<file path="src/inc/timer2_defs.svh">
// Purpose: Register indices, field positions, reset values and counts of the asynchronous timer.
// Assumes: A register's byte address is four times its index.
// Notes: Included by its bare name.
`ifndef TIMER2_DEFS_SVH
`define TIMER2_DEFS_SVH

`define T2_IDX_MASK 10'h070
`define T2_IDX_FLAGS 10'h037
`define T2_IDX_CTRL_A 10'h0b0
`define T2_IDX_CTRL_B 10'h0b1
`define T2_IDX_COUNT 10'h0b2
`define T2_IDX_CMP_A 10'h0b3
`define T2_IDX_CMP_B 10'h0b4
`define T2_IDX_ASYNC 10'h0b6
`define T2_IDX_CPU 10'h0b8

`define T2_CTRLB_FORCE_A 7
`define T2_CTRLB_FORCE_B 6
`define T2_CTRLB_WGM_HI 3
`define T2_CTRLB_RW_MASK 8'h0f
`define T2_CTRLA_RW_MASK 8'hf3

`define T2_IRQ_CMP_B 2
`define T2_IRQ_CMP_A 1
`define T2_IRQ_OVF 0
`define T2_IRQ_MASK 8'h07

`define T2_ASYNC_EXT_CLK 6
`define T2_ASYNC_SELECT 5
`define T2_BUSY_COUNT 4
`define T2_BUSY_CMP_A 3
`define T2_BUSY_CMP_B 2
`define T2_BUSY_CTRL_A 1
`define T2_BUSY_CTRL_B 0

`define T2_CPU_GLOBAL_IE 0
`define T2_CPU_ACK_LSB 1

`define T2_RESET_BYTE 8'h00
`define T2_MAX 8'hff
`define T2_BOTTOM 8'h00
`define T2_ADDR_W 12

`endif

</file>
<file path="src/inc/timer2_pkg.sv">
// Purpose: Types shared by the asynchronous timer.
// Assumes: Constants live in timer2_defs.svh.
// Notes: None.
package timer2_pkg;

  typedef enum logic [1:0] {
    WAVE_NORMAL,
    WAVE_CTC,
    WAVE_FAST,
    WAVE_PHASE
  } wave_kind_t;

  typedef struct packed {
    logic [1:0] com_a;
    logic [1:0] com_b;
    logic [1:0] rsvd;
    logic [1:0] wgm_lo;
  } ctrl_a_t;

  typedef struct packed {
    logic pin_a;
    logic pin_b;
  } wave_pins_t;

endpackage

</file>
<file path="src/async_timer2.sv">
// Purpose: 8-bit timer with two compare channels, prescaler and optional timer-oscillator clocking.
// Assumes: APB slave, zero wait states; the oscillator pin may be unrelated to pclk.
// Notes: In asynchronous mode the pin's rising edges are the timer source ticks.
//
// Implementation choice: register access over APB.
`timescale 1ns/1ps
`include "timer2_defs.svh"

module async_timer2 #(
  parameter int PRESC_W = 10
) (
  input wire logic pclk,
  input wire logic presetn,
  input wire logic psel,
  input wire logic penable,
  input wire logic pwrite,
  input wire logic [`T2_ADDR_W-1:0] paddr,
  input wire logic [31:0] pwdata,
  output logic [31:0] prdata,
  output logic pready,
  output logic pslverr,
  input wire logic timer_osc_input_pin,
  output logic compare_output_pin_a,
  output logic compare_output_pin_b,
  output logic compare_a_pin_connected,
  output logic compare_b_pin_connected,
  output logic ext_clock_buffer_enable,
  output logic crystal_osc_enable,
  output logic irq_compare_a,
  output logic irq_compare_b,
  output logic irq_overflow
);

  // Bus decode.
  wire [9:0] idx = paddr[`T2_ADDR_W-1:2];
  wire aligned = (paddr[1:0] == 2'b00);
  wire hit_mask = aligned && (idx == `T2_IDX_MASK);
  wire hit_flags = aligned && (idx == `T2_IDX_FLAGS);
  wire hit_ca = aligned && (idx == `T2_IDX_CTRL_A);
  wire hit_cb = aligned && (idx == `T2_IDX_CTRL_B);
  wire hit_cnt = aligned && (idx == `T2_IDX_COUNT);
  wire hit_oa = aligned && (idx == `T2_IDX_CMP_A);
  wire hit_ob = aligned && (idx == `T2_IDX_CMP_B);
  wire hit_as = aligned && (idx == `T2_IDX_ASYNC);
  wire hit_cpu = aligned && (idx == `T2_IDX_CPU);
  wire mapped = hit_mask | hit_flags | hit_ca | hit_cb | hit_cnt | hit_oa | hit_ob | hit_as | hit_cpu;
  wire setup = psel && !penable;
  wire wr = psel && penable && pwrite && mapped;
  wire [7:0] wd = pwdata[7:0];

  // Software-visible storage and active copies.
  logic [7:0] tmp_ca_ff;
  logic [7:0] tmp_cb_ff;
  logic [7:0] tmp_oa_ff;
  logic [7:0] tmp_ob_ff;
  logic [7:0] act_ca_ff;
  logic [7:0] act_cb_ff;
  logic [7:0] act_oa_ff;
  logic [7:0] act_ob_ff;
  logic [7:0] tmp_cnt_ff;
  logic [7:0] cnt_ff;
  logic up_ff;
  logic block_ff;
  logic [2:0] mask_ff;
  logic [2:0] flags_ff;
  logic global_ie_ff;
  logic ext_clk_ff;
  logic async_sel_ff;
  logic [4:0] busy_ff;
  logic [PRESC_W-1:0] presc_ff;
  logic osc_s1_ff;
  logic osc_s2_ff;
  logic osc_s3_ff;
  logic [31:0] prdata_ff;
  logic pslverr_ff;
  timer2_pkg::wave_pins_t pins_ff;

  // Timer source: every pclk or a synchronised rising edge of the oscillator pin.
  // The pin passes two flops before the edge detector so a slow, unrelated
  // oscillator cannot make the detector see a half-settled level.
  wire osc_rise = osc_s2_ff && !osc_s3_ff;
  wire src_tick = async_sel_ff ? osc_rise : 1'b1;

  timer2_pkg::ctrl_a_t ca;
  assign ca = timer2_pkg::ctrl_a_t'(act_ca_ff);
  wire [2:0] wgm = {act_cb_ff[`T2_CTRLB_WGM_HI], ca.wgm_lo};
  wire [2:0] cs = act_cb_ff[2:0];

  timer2_pkg::wave_kind_t kind;
  assign kind = (wgm[1:0] == 2'b00) ? timer2_pkg::WAVE_NORMAL :
                (wgm[1:0] == 2'b10) ? timer2_pkg::WAVE_CTC :
                (wgm[1:0] == 2'b11) ? timer2_pkg::WAVE_FAST : timer2_pkg::WAVE_PHASE;
  // Non-PWM mode is judged on the active control copy, not the value being written.
  wire non_pwm = (kind == timer2_pkg::WAVE_NORMAL) || (kind == timer2_pkg::WAVE_CTC);

  // Prescaler taps.
  // The prescaler runs freely while a clock is selected, so the first divided
  // tick after a select change may come early; software cannot reset it here.
  logic presc_pulse;
  always_comb begin
    case (cs)
      3'd0: presc_pulse = 1'b0;
      3'd1: presc_pulse = 1'b1;
      3'd2: presc_pulse = &presc_ff[2:0];
      3'd3: presc_pulse = &presc_ff[4:0];
      3'd4: presc_pulse = &presc_ff[5:0];
      3'd5: presc_pulse = &presc_ff[6:0];
      3'd6: presc_pulse = &presc_ff[7:0];
      default: presc_pulse = &presc_ff[9:0];
    endcase
  end
  wire tick = src_tick && presc_pulse;

  // Phase-correct and fast modes turn at the compare register when wgm[2] is set, else at T2_MAX.
  wire [7:0] top = wgm[2] ? act_oa_ff : `T2_MAX;
  wire match_a = tick && !block_ff && (cnt_ff == act_oa_ff);
  wire match_b = tick && !block_ff && (cnt_ff == act_ob_ff);

  // Counter sequencing.
  // A tick evaluates the current count, so a match or turn seen at a tick
  // takes effect on that same edge and its flag is set on that same edge.
  logic [7:0] run_cnt;
  logic run_up;
  logic ovf;
  logic bottom_evt;
  always_comb begin
    run_cnt = cnt_ff + 8'h01;
    run_up = 1'b1;
    ovf = 1'b0;
    bottom_evt = 1'b0;
    case (kind)
      timer2_pkg::WAVE_NORMAL: begin
        ovf = (cnt_ff == `T2_MAX);
      end
      timer2_pkg::WAVE_CTC: begin
        ovf = (cnt_ff == `T2_MAX);
        if (cnt_ff == act_oa_ff) begin
          run_cnt = `T2_BOTTOM;
        end
      end
      timer2_pkg::WAVE_FAST: begin
        ovf = (cnt_ff == top);
        if (cnt_ff == top) begin
          run_cnt = `T2_BOTTOM;
          bottom_evt = 1'b1;
        end
      end
      timer2_pkg::WAVE_PHASE: begin
        run_up = up_ff;
        if (up_ff && (cnt_ff == top)) begin
          run_up = 1'b0;
          run_cnt = cnt_ff - 8'h01;
        end else if (!up_ff && (cnt_ff == `T2_BOTTOM)) begin
          run_up = 1'b1;
          ovf = 1'b1;
        end else if (!up_ff) begin
          run_cnt = cnt_ff - 8'h01;
        end
      end
      default: begin
        run_cnt = cnt_ff;
      end
    endcase
  end

  // Software writes and asynchronous loads.
  // In asynchronous mode a write only lands in the temporary copy; the active
  // copy follows on the next synchronised oscillator edge, which also clears busy.
  // Writing while busy overwrites the temporary copy, and the later value wins.
  wire as_now = async_sel_ff;
  wire w_ca = wr && hit_ca;
  wire w_cb = wr && hit_cb;
  wire w_cnt = wr && hit_cnt;
  wire w_oa = wr && hit_oa;
  wire w_ob = wr && hit_ob;
  wire [4:0] wr_vec = {w_cnt, w_oa, w_ob, w_ca, w_cb};
  wire [4:0] load_vec = as_now ? (busy_ff & {5{src_tick}}) : wr_vec;
  wire [4:0] nxt_busy = as_now ? ((busy_ff & ~load_vec) | wr_vec) : 5'b00000;
  wire [7:0] cnt_src = as_now ? tmp_cnt_ff : wd;
  wire [7:0] oa_src = as_now ? tmp_oa_ff : wd;
  wire [7:0] ob_src = as_now ? tmp_ob_ff : wd;
  wire [7:0] ca_src = as_now ? tmp_ca_ff : (wd & `T2_CTRLA_RW_MASK);
  wire [7:0] cb_src = as_now ? tmp_cb_ff : (wd & `T2_CTRLB_RW_MASK);

  // Force strobes act only in non-PWM modes and touch nothing but the pins.
  // They reuse the non-PWM match path so the pin follows the active mode bits.
  wire force_a = w_cb && wd[`T2_CTRLB_FORCE_A] && non_pwm;
  wire force_b = w_cb && wd[`T2_CTRLB_FORCE_B] && non_pwm;

  function automatic logic pin_next(input logic pin, input logic [1:0] com, input timer2_pkg::wave_kind_t k,
                                    input logic match, input logic frc, input logic bot, input logic up,
                                    input logic tog_ok);
    logic r;
    r = pin;
    case (k)
      timer2_pkg::WAVE_NORMAL, timer2_pkg::WAVE_CTC: begin
        if (match || frc) begin
          case (com)
            2'b01: r = !pin;
            2'b10: r = 1'b0;
            2'b11: r = 1'b1;
            default: r = pin;
          endcase
        end
      end
      timer2_pkg::WAVE_FAST: begin
        if (com[1] && bot) begin
          r = !com[0];
        end else if (com[1] && match) begin
          r = com[0];
        end else if ((com == 2'b01) && tog_ok && match) begin
          r = !pin;
        end
      end
      default: begin
        if (com[1] && match) begin
          r = up ? com[0] : !com[0];
        end else if ((com == 2'b01) && tog_ok && match) begin
          r = !pin;
        end
      end
    endcase
    return r;
  endfunction

  timer2_pkg::wave_pins_t nxt_pins;
  assign nxt_pins.pin_a = pin_next(pins_ff.pin_a, ca.com_a, kind, match_a, force_a, tick && bottom_evt, up_ff,
                                   wgm[2]);
  assign nxt_pins.pin_b = pin_next(pins_ff.pin_b, ca.com_b, kind, match_b, force_b, tick && bottom_evt, up_ff,
                                   1'b0);

  // Interrupt flags: hardware set wins over either clear.
  // A clear and a set in the same cycle leave the flag set so no event is lost.
  wire [2:0] set_vec = {match_b, match_a, tick && ovf};
  wire [2:0] sw_clr = (wr && hit_flags) ? wd[2:0] : 3'b000;
  wire [2:0] ack_clr = (wr && hit_cpu) ? wd[`T2_CPU_ACK_LSB+2:`T2_CPU_ACK_LSB] : 3'b000;
  wire [2:0] nxt_flags = (flags_ff & ~(sw_clr | ack_clr)) | set_vec;
  wire [2:0] irq_vec = flags_ff & mask_ff & {3{global_ie_ff}};

  wire [7:0] nxt_cnt = load_vec[4] ? cnt_src : (tick ? run_cnt : cnt_ff);
  wire nxt_block = load_vec[4] ? 1'b1 : (tick ? 1'b0 : block_ff);

  // Read data, captured in the setup phase.
  // Capturing in setup keeps prdata stable for the whole access phase.
  wire [7:0] async_rd = {1'b0, ext_clk_ff, async_sel_ff, busy_ff};
  wire [7:0] rd_byte = hit_mask ? {5'b00000, mask_ff} :
                       hit_flags ? {5'b00000, flags_ff} :
                       hit_ca ? tmp_ca_ff :
                       hit_cb ? (tmp_cb_ff & `T2_CTRLB_RW_MASK) :
                       hit_cnt ? cnt_ff :
                       hit_oa ? tmp_oa_ff :
                       hit_ob ? tmp_ob_ff :
                       hit_as ? async_rd :
                       hit_cpu ? {7'b0000000, global_ie_ff} : `T2_RESET_BYTE;

  always_ff @(posedge pclk or negedge presetn) begin
    if (!presetn) begin
      prdata_ff <= 32'h0000_0000;
      pslverr_ff <= 1'b0;
    end else if (setup) begin
      prdata_ff <= {24'h00_0000, rd_byte};
      pslverr_ff <= !mapped;
    end
  end

  always_ff @(posedge pclk or negedge presetn) begin
    if (!presetn) begin
      tmp_ca_ff <= `T2_RESET_BYTE;
      tmp_cb_ff <= `T2_RESET_BYTE;
      tmp_oa_ff <= `T2_RESET_BYTE;
      tmp_ob_ff <= `T2_RESET_BYTE;
      tmp_cnt_ff <= `T2_RESET_BYTE;
    end else begin
      if (w_ca) tmp_ca_ff <= wd & `T2_CTRLA_RW_MASK;
      if (w_cb) tmp_cb_ff <= wd & `T2_CTRLB_RW_MASK;
      if (w_oa) tmp_oa_ff <= wd;
      if (w_ob) tmp_ob_ff <= wd;
      if (w_cnt) tmp_cnt_ff <= wd;
    end
  end

  always_ff @(posedge pclk or negedge presetn) begin
    if (!presetn) begin
      act_ca_ff <= `T2_RESET_BYTE;
      act_cb_ff <= `T2_RESET_BYTE;
      act_oa_ff <= `T2_RESET_BYTE;
      act_ob_ff <= `T2_RESET_BYTE;
      busy_ff <= 5'b00000;
    end else begin
      if (load_vec[1]) act_ca_ff <= ca_src;
      if (load_vec[0]) act_cb_ff <= cb_src;
      if (load_vec[3]) act_oa_ff <= oa_src;
      if (load_vec[2]) act_ob_ff <= ob_src;
      busy_ff <= nxt_busy;
    end
  end

  always_ff @(posedge pclk or negedge presetn) begin
    if (!presetn) begin
      cnt_ff <= `T2_RESET_BYTE;
      up_ff <= 1'b1;
      block_ff <= 1'b0;
      presc_ff <= '0;
      pins_ff <= '0;
      flags_ff <= 3'b000;
    end else begin
      cnt_ff <= nxt_cnt;
      up_ff <= tick ? run_up : up_ff;
      block_ff <= nxt_block;
      presc_ff <= (src_tick && (cs != 3'd0)) ? presc_ff + 1'b1 : presc_ff;
      pins_ff <= nxt_pins;
      flags_ff <= nxt_flags;
    end
  end

  always_ff @(posedge pclk or negedge presetn) begin
    if (!presetn) begin
      mask_ff <= 3'b000;
      global_ie_ff <= 1'b0;
      ext_clk_ff <= 1'b0;
      async_sel_ff <= 1'b0;
      osc_s1_ff <= 1'b0;
      osc_s2_ff <= 1'b0;
      osc_s3_ff <= 1'b0;
    end else begin
      if (wr && hit_mask) mask_ff <= wd[2:0];
      if (wr && hit_cpu) global_ie_ff <= wd[`T2_CPU_GLOBAL_IE];
      if (wr && hit_as) ext_clk_ff <= wd[`T2_ASYNC_EXT_CLK];
      if (wr && hit_as) async_sel_ff <= wd[`T2_ASYNC_SELECT];
      osc_s1_ff <= timer_osc_input_pin;
      osc_s2_ff <= osc_s1_ff;
      osc_s3_ff <= osc_s2_ff;
    end
  end

  assign prdata = prdata_ff;
  assign pready = 1'b1;
  assign pslverr = pslverr_ff && psel && penable;
  assign compare_output_pin_a = pins_ff.pin_a;
  assign compare_output_pin_b = pins_ff.pin_b;
  // Pin-connected flags follow the active mode bits and tell the port to yield.
  assign compare_a_pin_connected = (ca.com_a != 2'b00);
  assign compare_b_pin_connected = (ca.com_b != 2'b00);
  assign ext_clock_buffer_enable = ext_clk_ff && async_sel_ff;
  assign crystal_osc_enable = !ext_clk_ff;
  assign irq_overflow = irq_vec[`T2_IRQ_OVF];
  assign irq_compare_a = irq_vec[`T2_IRQ_CMP_A];
  assign irq_compare_b = irq_vec[`T2_IRQ_CMP_B];

endmodule

</file>
<file path="config.mk">
export PLATFORM = sky130hd
export DESIGN_NAME = async_timer2
export DESIGN_NICKNAME = d
export VERILOG_FILES = /design/src/inc/timer2_pkg.sv /design/src/async_timer2.sv
export VERILOG_INCLUDE_DIRS = /design/src /design/src/inc
export SDC_FILE = /design/constraint.sdc
export NUM_CORES = 1
export LEC_CHECK = 0
export BUFFER_PORTS_ARGS = -buffer_cell sky130_fd_sc_hd__buf_4
export CORE_ASPECT_RATIO = 1.4
export CORE_MARGIN = 5
export CORE_UTILIZATION = 60
export CTS_BUF_LIST = sky130_fd_sc_hd__clkbuf_4 sky130_fd_sc_hd__clkbuf_8
export CTS_CLUSTER_SIZE = 14
export DETAILED_ROUTE_END_ITERATION = 8
export PLACE_DENSITY_LB_ADDON = 0.1
export SYNTH_ARGS = -nofsm -noshare
export SYNTH_HDL_FRONTEND = slang
export SYNTH_SLANG_ARGS = --single-unit
</file>
<file path="constraint.sdc">
create_clock -name pclk -period 4.6 [get_ports pclk]
set_input_delay 0.23 -clock pclk [delete_from_list [all_inputs] [get_ports pclk]]
set_output_delay 0.23 -clock pclk [all_outputs]
set_load 0.02 [all_outputs]
</file>
Yosys cells after proc, flatten, opt, wreduce, memory -nomap -nowiden
Cells that the tools add are included.
Widths: inputs -> output; s select.
Operators by class
  $add $sub $neg: 3
  eq/ne operators: 36
  multiplexer cells: 57
  bitwise operators: 18
  reduce and logical (&&, ||, !) cells: 78
Operators by type and width (number)
  $mux 8: 19
  $eq 10x8->1 const B: 7
  $logic_and 1x1->1: 45
  $eq 8x8->1: 3
  $pmux 8 s3: 1
  $mux 1: 23
  $eq 2x2->1 const B: 8
  $add 10x1->10 const B: 1
  $and 5x5->5: 2
  $eq 10x6->1 const B: 1
  $eq 10x7->1 const B: 1
  $logic_not 1->1: 10
  $mux 5: 2
  $reduce_and 10->1: 1
  $and 3x3->3: 3
  $eq 3x3->1 const B: 3
  $pmux 1 s3: 3
  $add 8x1->8 const B: 1
  $eq 8x8->1 const B: 1
  $logic_not 8->1: 1
  $ne 4x1->1 const B: 2
  $or 1x1->1: 8
  $reduce_and 8->1: 1
  $sub 8x1->8 const B: 1
  27 further kinds: 44
Word-level totals
  register bits after elaboration: 110
  input port bits: 50
  output and inout port bits: 43
  word-level logic and storage cells: 218

Logic depth before layout (Yosys ltp)
  word-level depth: 17
  depth in mapped cells: 11
  depth with buffers taken out: 10

Least setup slack after synthesis
Ideal clock, no wire load.
  path kind: register to register
  start: register presc_ff[0]
  end: register pins_ff, in the netlist compare_output_pin_b
  setup time: 125 ps
  arrival time: 2294 ps
  data required time: 4475 ps
  path slack: 2182 ps
  stages on the path, launching flop included: 11
  buffers on the path: 0
  clock period less this slack: 2418 ps
  path through: dfrtp_1 ha_1 and3_1 ha_1 nand2_1 a21oi_1 o211ai_1 and2_1 nor4_1 o31ai_1 mux2_2
Between the ends
  word-level cells in the longest chain between the ends: 8
  elaborated cells between the ends (all ways): 20
  those cells by class: eq/ne: 2; mux: 3; reduce/logical: 15
Ends and longest elaborated chain
  start: declaration: line async_timer2.sv:70  | logic [PRESC_W-1:0] presc_ff;
  start signal: assignment: line async_timer2.sv:310  | presc_ff <= (src_tick && (cs != 3'd0)) ? presc_ff + 1'b1 : presc_ff;
  $reduce_and 10->1, or another cell as far along: line async_timer2.sv:109  | default: presc_pulse = &presc_ff[9:0];
  $pmux 1 s7 *: line async_timer2.sv:101  | case (cs)
  $logic_and 1x1->1 *: line async_timer2.sv:112  | wire tick = src_tick && presc_pulse;
  $logic_and 1x1->1 (2 in series): line async_timer2.sv:117  | wire match_b = tick && !block_ff && (cnt_ff == act_ob_ff);
  $logic_and 1x1->1 / $logic_or 1x1->1 (equally long branches): line async_timer2.sv:209, async_timer2.sv:216, async_timer2.sv:197
  $ne 3x3->1 (no source line), or another cell as far along
  $reduce_and 4->1 (no source line)
  end signal: assignment: line async_timer2.sv:311  | pins_ff <= nxt_pins;
  end: declaration: line async_timer2.sv:76  | timer2_pkg::wave_pins_t pins_ff;
Every way passes the cells marked *; elsewhere a longest branch is shown, timed or not.
A chain may end at the register's enable or synchronous reset.

Worst setup path after layout
Same ends and word-level chain as after synthesis.

==> metrics.md <==
| Metric | Value |
|---|---|
| CORE AREA | about 11000 um^2 |
| Drt pass-1 iters | 6 |
| Most used DFF post-synth | dfrtp_1 |
| Die Y | about 130 um |
| Setup violations, final | 0 |
| Endpoint class of the critical path | register |
| CP Class | reg2reg |
| Synthesis Warnings | 0 |
| Buf/Inv on CP | 0 |
| Asr flop ratio synth | 100% |
| Final WS setup | roughly 1500 ps |
| Starting Density | 60.6% |
| Hold slack | 66.3 ps |
| Min-delay worst type | in2reg |
| Critical path launch point type | register |
| Worst Skew | 10.4 ps |
| Initial antenna violation count | 0 |
| Max-Cap Viols | 0 |
| Root buffer cell | clkbuf_8 |
| Placed Area | 6750 um^2 |
| CP top delay family | simple AND/OR/NAND/NOR gates |
| P per Cell Area | ~240 nW/um^2 |
| Ports | 93 |
| Crit path max fanout | 11 |
| Dpl hpwl | 13.0 mm |
| Clock tree buffer depth | 2 |
| Worst endpoint required time | slightly below 5000 ps |
| Switching power share of the total | 27.3% |
| Worst-path clk slew | 110 ps |
| Post-DRT Antenna Nets | 0 |
| Syn-to-layout area delta | 7.37% |
| Via/cell ratio | about 6.3 |
| Tcrit/Tclk final | between 60 and 70% |
| Worst Tran Pin Value | between 1000 and 1500 ps |
| Number of library cell types mapped by synthesis | between 70 and 80 |
| Total power | between 1.5 and 2 mW |
| Post-route cell area | between 6000 and 7000 um^2 |
| Top-area cell type share of the netlist area | roughly 41% |
| Peak Freq | between 300 and 400 MHz |
| WL met2 | approximately 9.0 mm |
| Non-filler cells, final | 875 |
| Ranking of synthesized cells by area | dfrtp_1 41%, nand2_1 6.9%, mux2_2 4.9%, a21oi_1 3.7%, buf_4 3.4% |
| Leading area contributor after synthesis | dfrtp_1 |
| Placer Congestion | a little under 1 |
| Layout cells sized above 1 | 16.5% |
| Final net count | 784 |
| LEAKAGE | 3.13 nW |
| Synth top cells by count | 119 x nand2_1, 107 x dfrtp_1, 48 x a21oi_1 |
| Multi-input logic area | between 3000 and 4000 um^2 |
| Fill count | 930 |
| Largest net degree at the start of global routing | between 70 and 80 |
| TritonCTS clock tree | done |
| Status | completed |
| Metal-1 WL | between 6 and 7 mm |
| Int Power | between 1 and 1.5 mW |
| DP Worst Slack | approximately 1500 ps |
| Avg Cell Area, Syn | 9.18 um^2 |
| Vias post-DR | around 5500 |
| WL/cell | 20.2 um |
| Most used cell along the critical path | ha_1 |
| Post-synth EDFFs | 0 |
| Routed WL | roughly 18 mm |
| Tmin final | 3090 ps |
| Comb pwr share | roughly 6.7% |
| Clock latency on the worst-skew pair | around 380 ps |
| Setup Fix Bufs, Post-CTS | 0 |
| I/O Buffers | 43 |
| RSZ-0062 raised after global routing | false |
| Slowest cell on crit path | and2_1 |
| Sequential Power Share | around 58% |
| Clk sinks | around 110 |
| Die width | 97.8 um |
| Cells along the critical path | ha_1 > and3_1 > ha_1 > nand2_1 > a21oi_1 > o211ai_1 > and2_1 > nor4_1 > o31ai_1 > mux2_2 |
| Slew HR | between 20% and 30% |
| First-pass GRT wire length | between 20 and 30 mm |
| Vias in the first global route | 5420 |
| Final Hold Fails | 0 |
| Grt total ovfl | 0 |
| Critical Path AT | ~3400 ps |
| NetSw | about 450 uW |
| Cell count after synthesis | ~710 |
| ANT cells | 0 |
| Critical path's largest stage delay | 480 ps |
| Register area | approximately 2700 um^2 |
| Gr usage total | between 20% and 30% |
| Setup TNS | 0 ps |
| Dpl cells | between 800 and 900 |
| Most common cell in the netlist | nand2_1 |
| Mapped cell area | roughly 6500 um^2 |
| Flops & latches, synth | around 110 |
| Top routing layer used | met4 |
| Die ar. | between 10000 and 15000 um^2 |
| DRC | 0 |
| Htree depth | 3 |
| Register area share after synthesis | 41.7% |
| TritonCTS Buffers | 9 |
| Met3 wire length | around 1.1 mm |
| DRT iter0 DRCs | about 420 |
| Fin util | between 60% and 70% |
| Max Slew Vio Count | 0 |
| Clk pwr share | a little over a third |
| Max VDD drop | ~0.18 mV |
| Site Rows | 45 |
[repair_timing]
action,in CTS,in global routing
gates resized for setup,0,0
endpoints found under the hold margin,21,0
hold buffers,2,0
[layout by cell type, fill, tap and decap left out, types with 9 or more instances in the layout]
cell type / instances
and3_1: 13
a22oi_1: 15
o21ai_0: 40
a21oi_1: 47
mux2_2: 28
nand2_1: 119
inv_1: 15
buf_4: 46
nor2b_1: 17
dfrtp_1: 107
nor2_1: 25
xnor2_1: 18
conb_1: 25
nor3_1: 15
clkbuf_8: 9
nand3_1: 21
mux2i_1: 10
[power groups by stage]
stage / logic, mW / clock network (mW) / registers (mW)
3_3_place_gp: 0.107 / 0 / 0.974
5_1_grt: 0.121 / 0.623 / 0.956
4_1_cts: 0.110 / 0.583 / 0.956
3_5_place_dp: 0.108 / 0 / 0.974
6_report: 0.110 / 0.576 / 0.956
2_1_floorplan: 0.0711 / 0 / 0.973
[worst paths after layout]
check	startpoint	endpoint	slack [ps]	cells after the start
hold / removal	pwdata[4]	tmp_ca_ff[4]$_DFFE_PN0P_	70	3
setup / recovery	presc_ff[0]$_DFFE_PN0P_	compare_output_pin_b$_DFFE_PN0P_	1510	10
min in group asynchronous	presetn	osc_s1_ff$_DFF_PN0_	520	2
max in group asynchronous	presetn	presc_ff[6]$_DFFE_PN0P_	3040	3
setup reg to reg	presc_ff[0]$_DFFE_PN0P_	compare_output_pin_b$_DFFE_PN0P_	1510	10
hold reg to reg	osc_s1_ff$_DFF_PN0_	osc_s2_ff$_DFF_PN0_	370	0
[state kept, by name, summed over array words and instances, names as in the netlist, 3 cells and up]
register / count
mask_ff: 3
tmp_ob_ff: 8
presc_ff: 10
prdata: 8
tmp_cnt_ff: 8
act_oa_ff: 8
act_ca_ff: 6
tmp_cb_ff: 4
tmp_ca_ff: 6
tmp_oa_ff: 8
busy_ff: 5
act_ob_ff: 8
act_cb_ff: 4
flags_ff: 3
cnt_ff: 8
[logic make-up (layout without fill, tap and decap cells)]
group,after synthesis,after routing,synth area share [%]
and+or+nand+nor,281,281,23.3
adders and majority gates,5,5,0.965
DFF,108,108,41.7
AOI/OAI and AO/OA,176,176,18.4
buffers and inverters,75,80,6.27
xor gates and xnor gates,21,21,2.84
other,2,25,0.116
muxes,38,38,6.41
[metal layers]
| metal | vias up | global-route usage (%) |
|---|---|---|
| met1 | 2653 | 32.9 |
| li1 | 2528 | - |
| met5 | - | 0 |
| met4 | 0 | 12.5 |
| met2 | 233 | 47.5 |
| met3 | 57 | 3.90 |
[layout make-up]
class	count	area share, %
multi-input cells	546	49.7
flip-flops and latches	108	38.9
repair buffers	48	5.25
well taps	141	2.54
clock buffers	9	1.78
clock inverters	7	0.989
inverters	16	0.863
[tightest hold or removal path, delay by kind of cell]
family                 cells  cell delay, ps
buffers and inverters      1             100
and+or+nand+nor            2              90
Power figures use the tool's default switching activity.
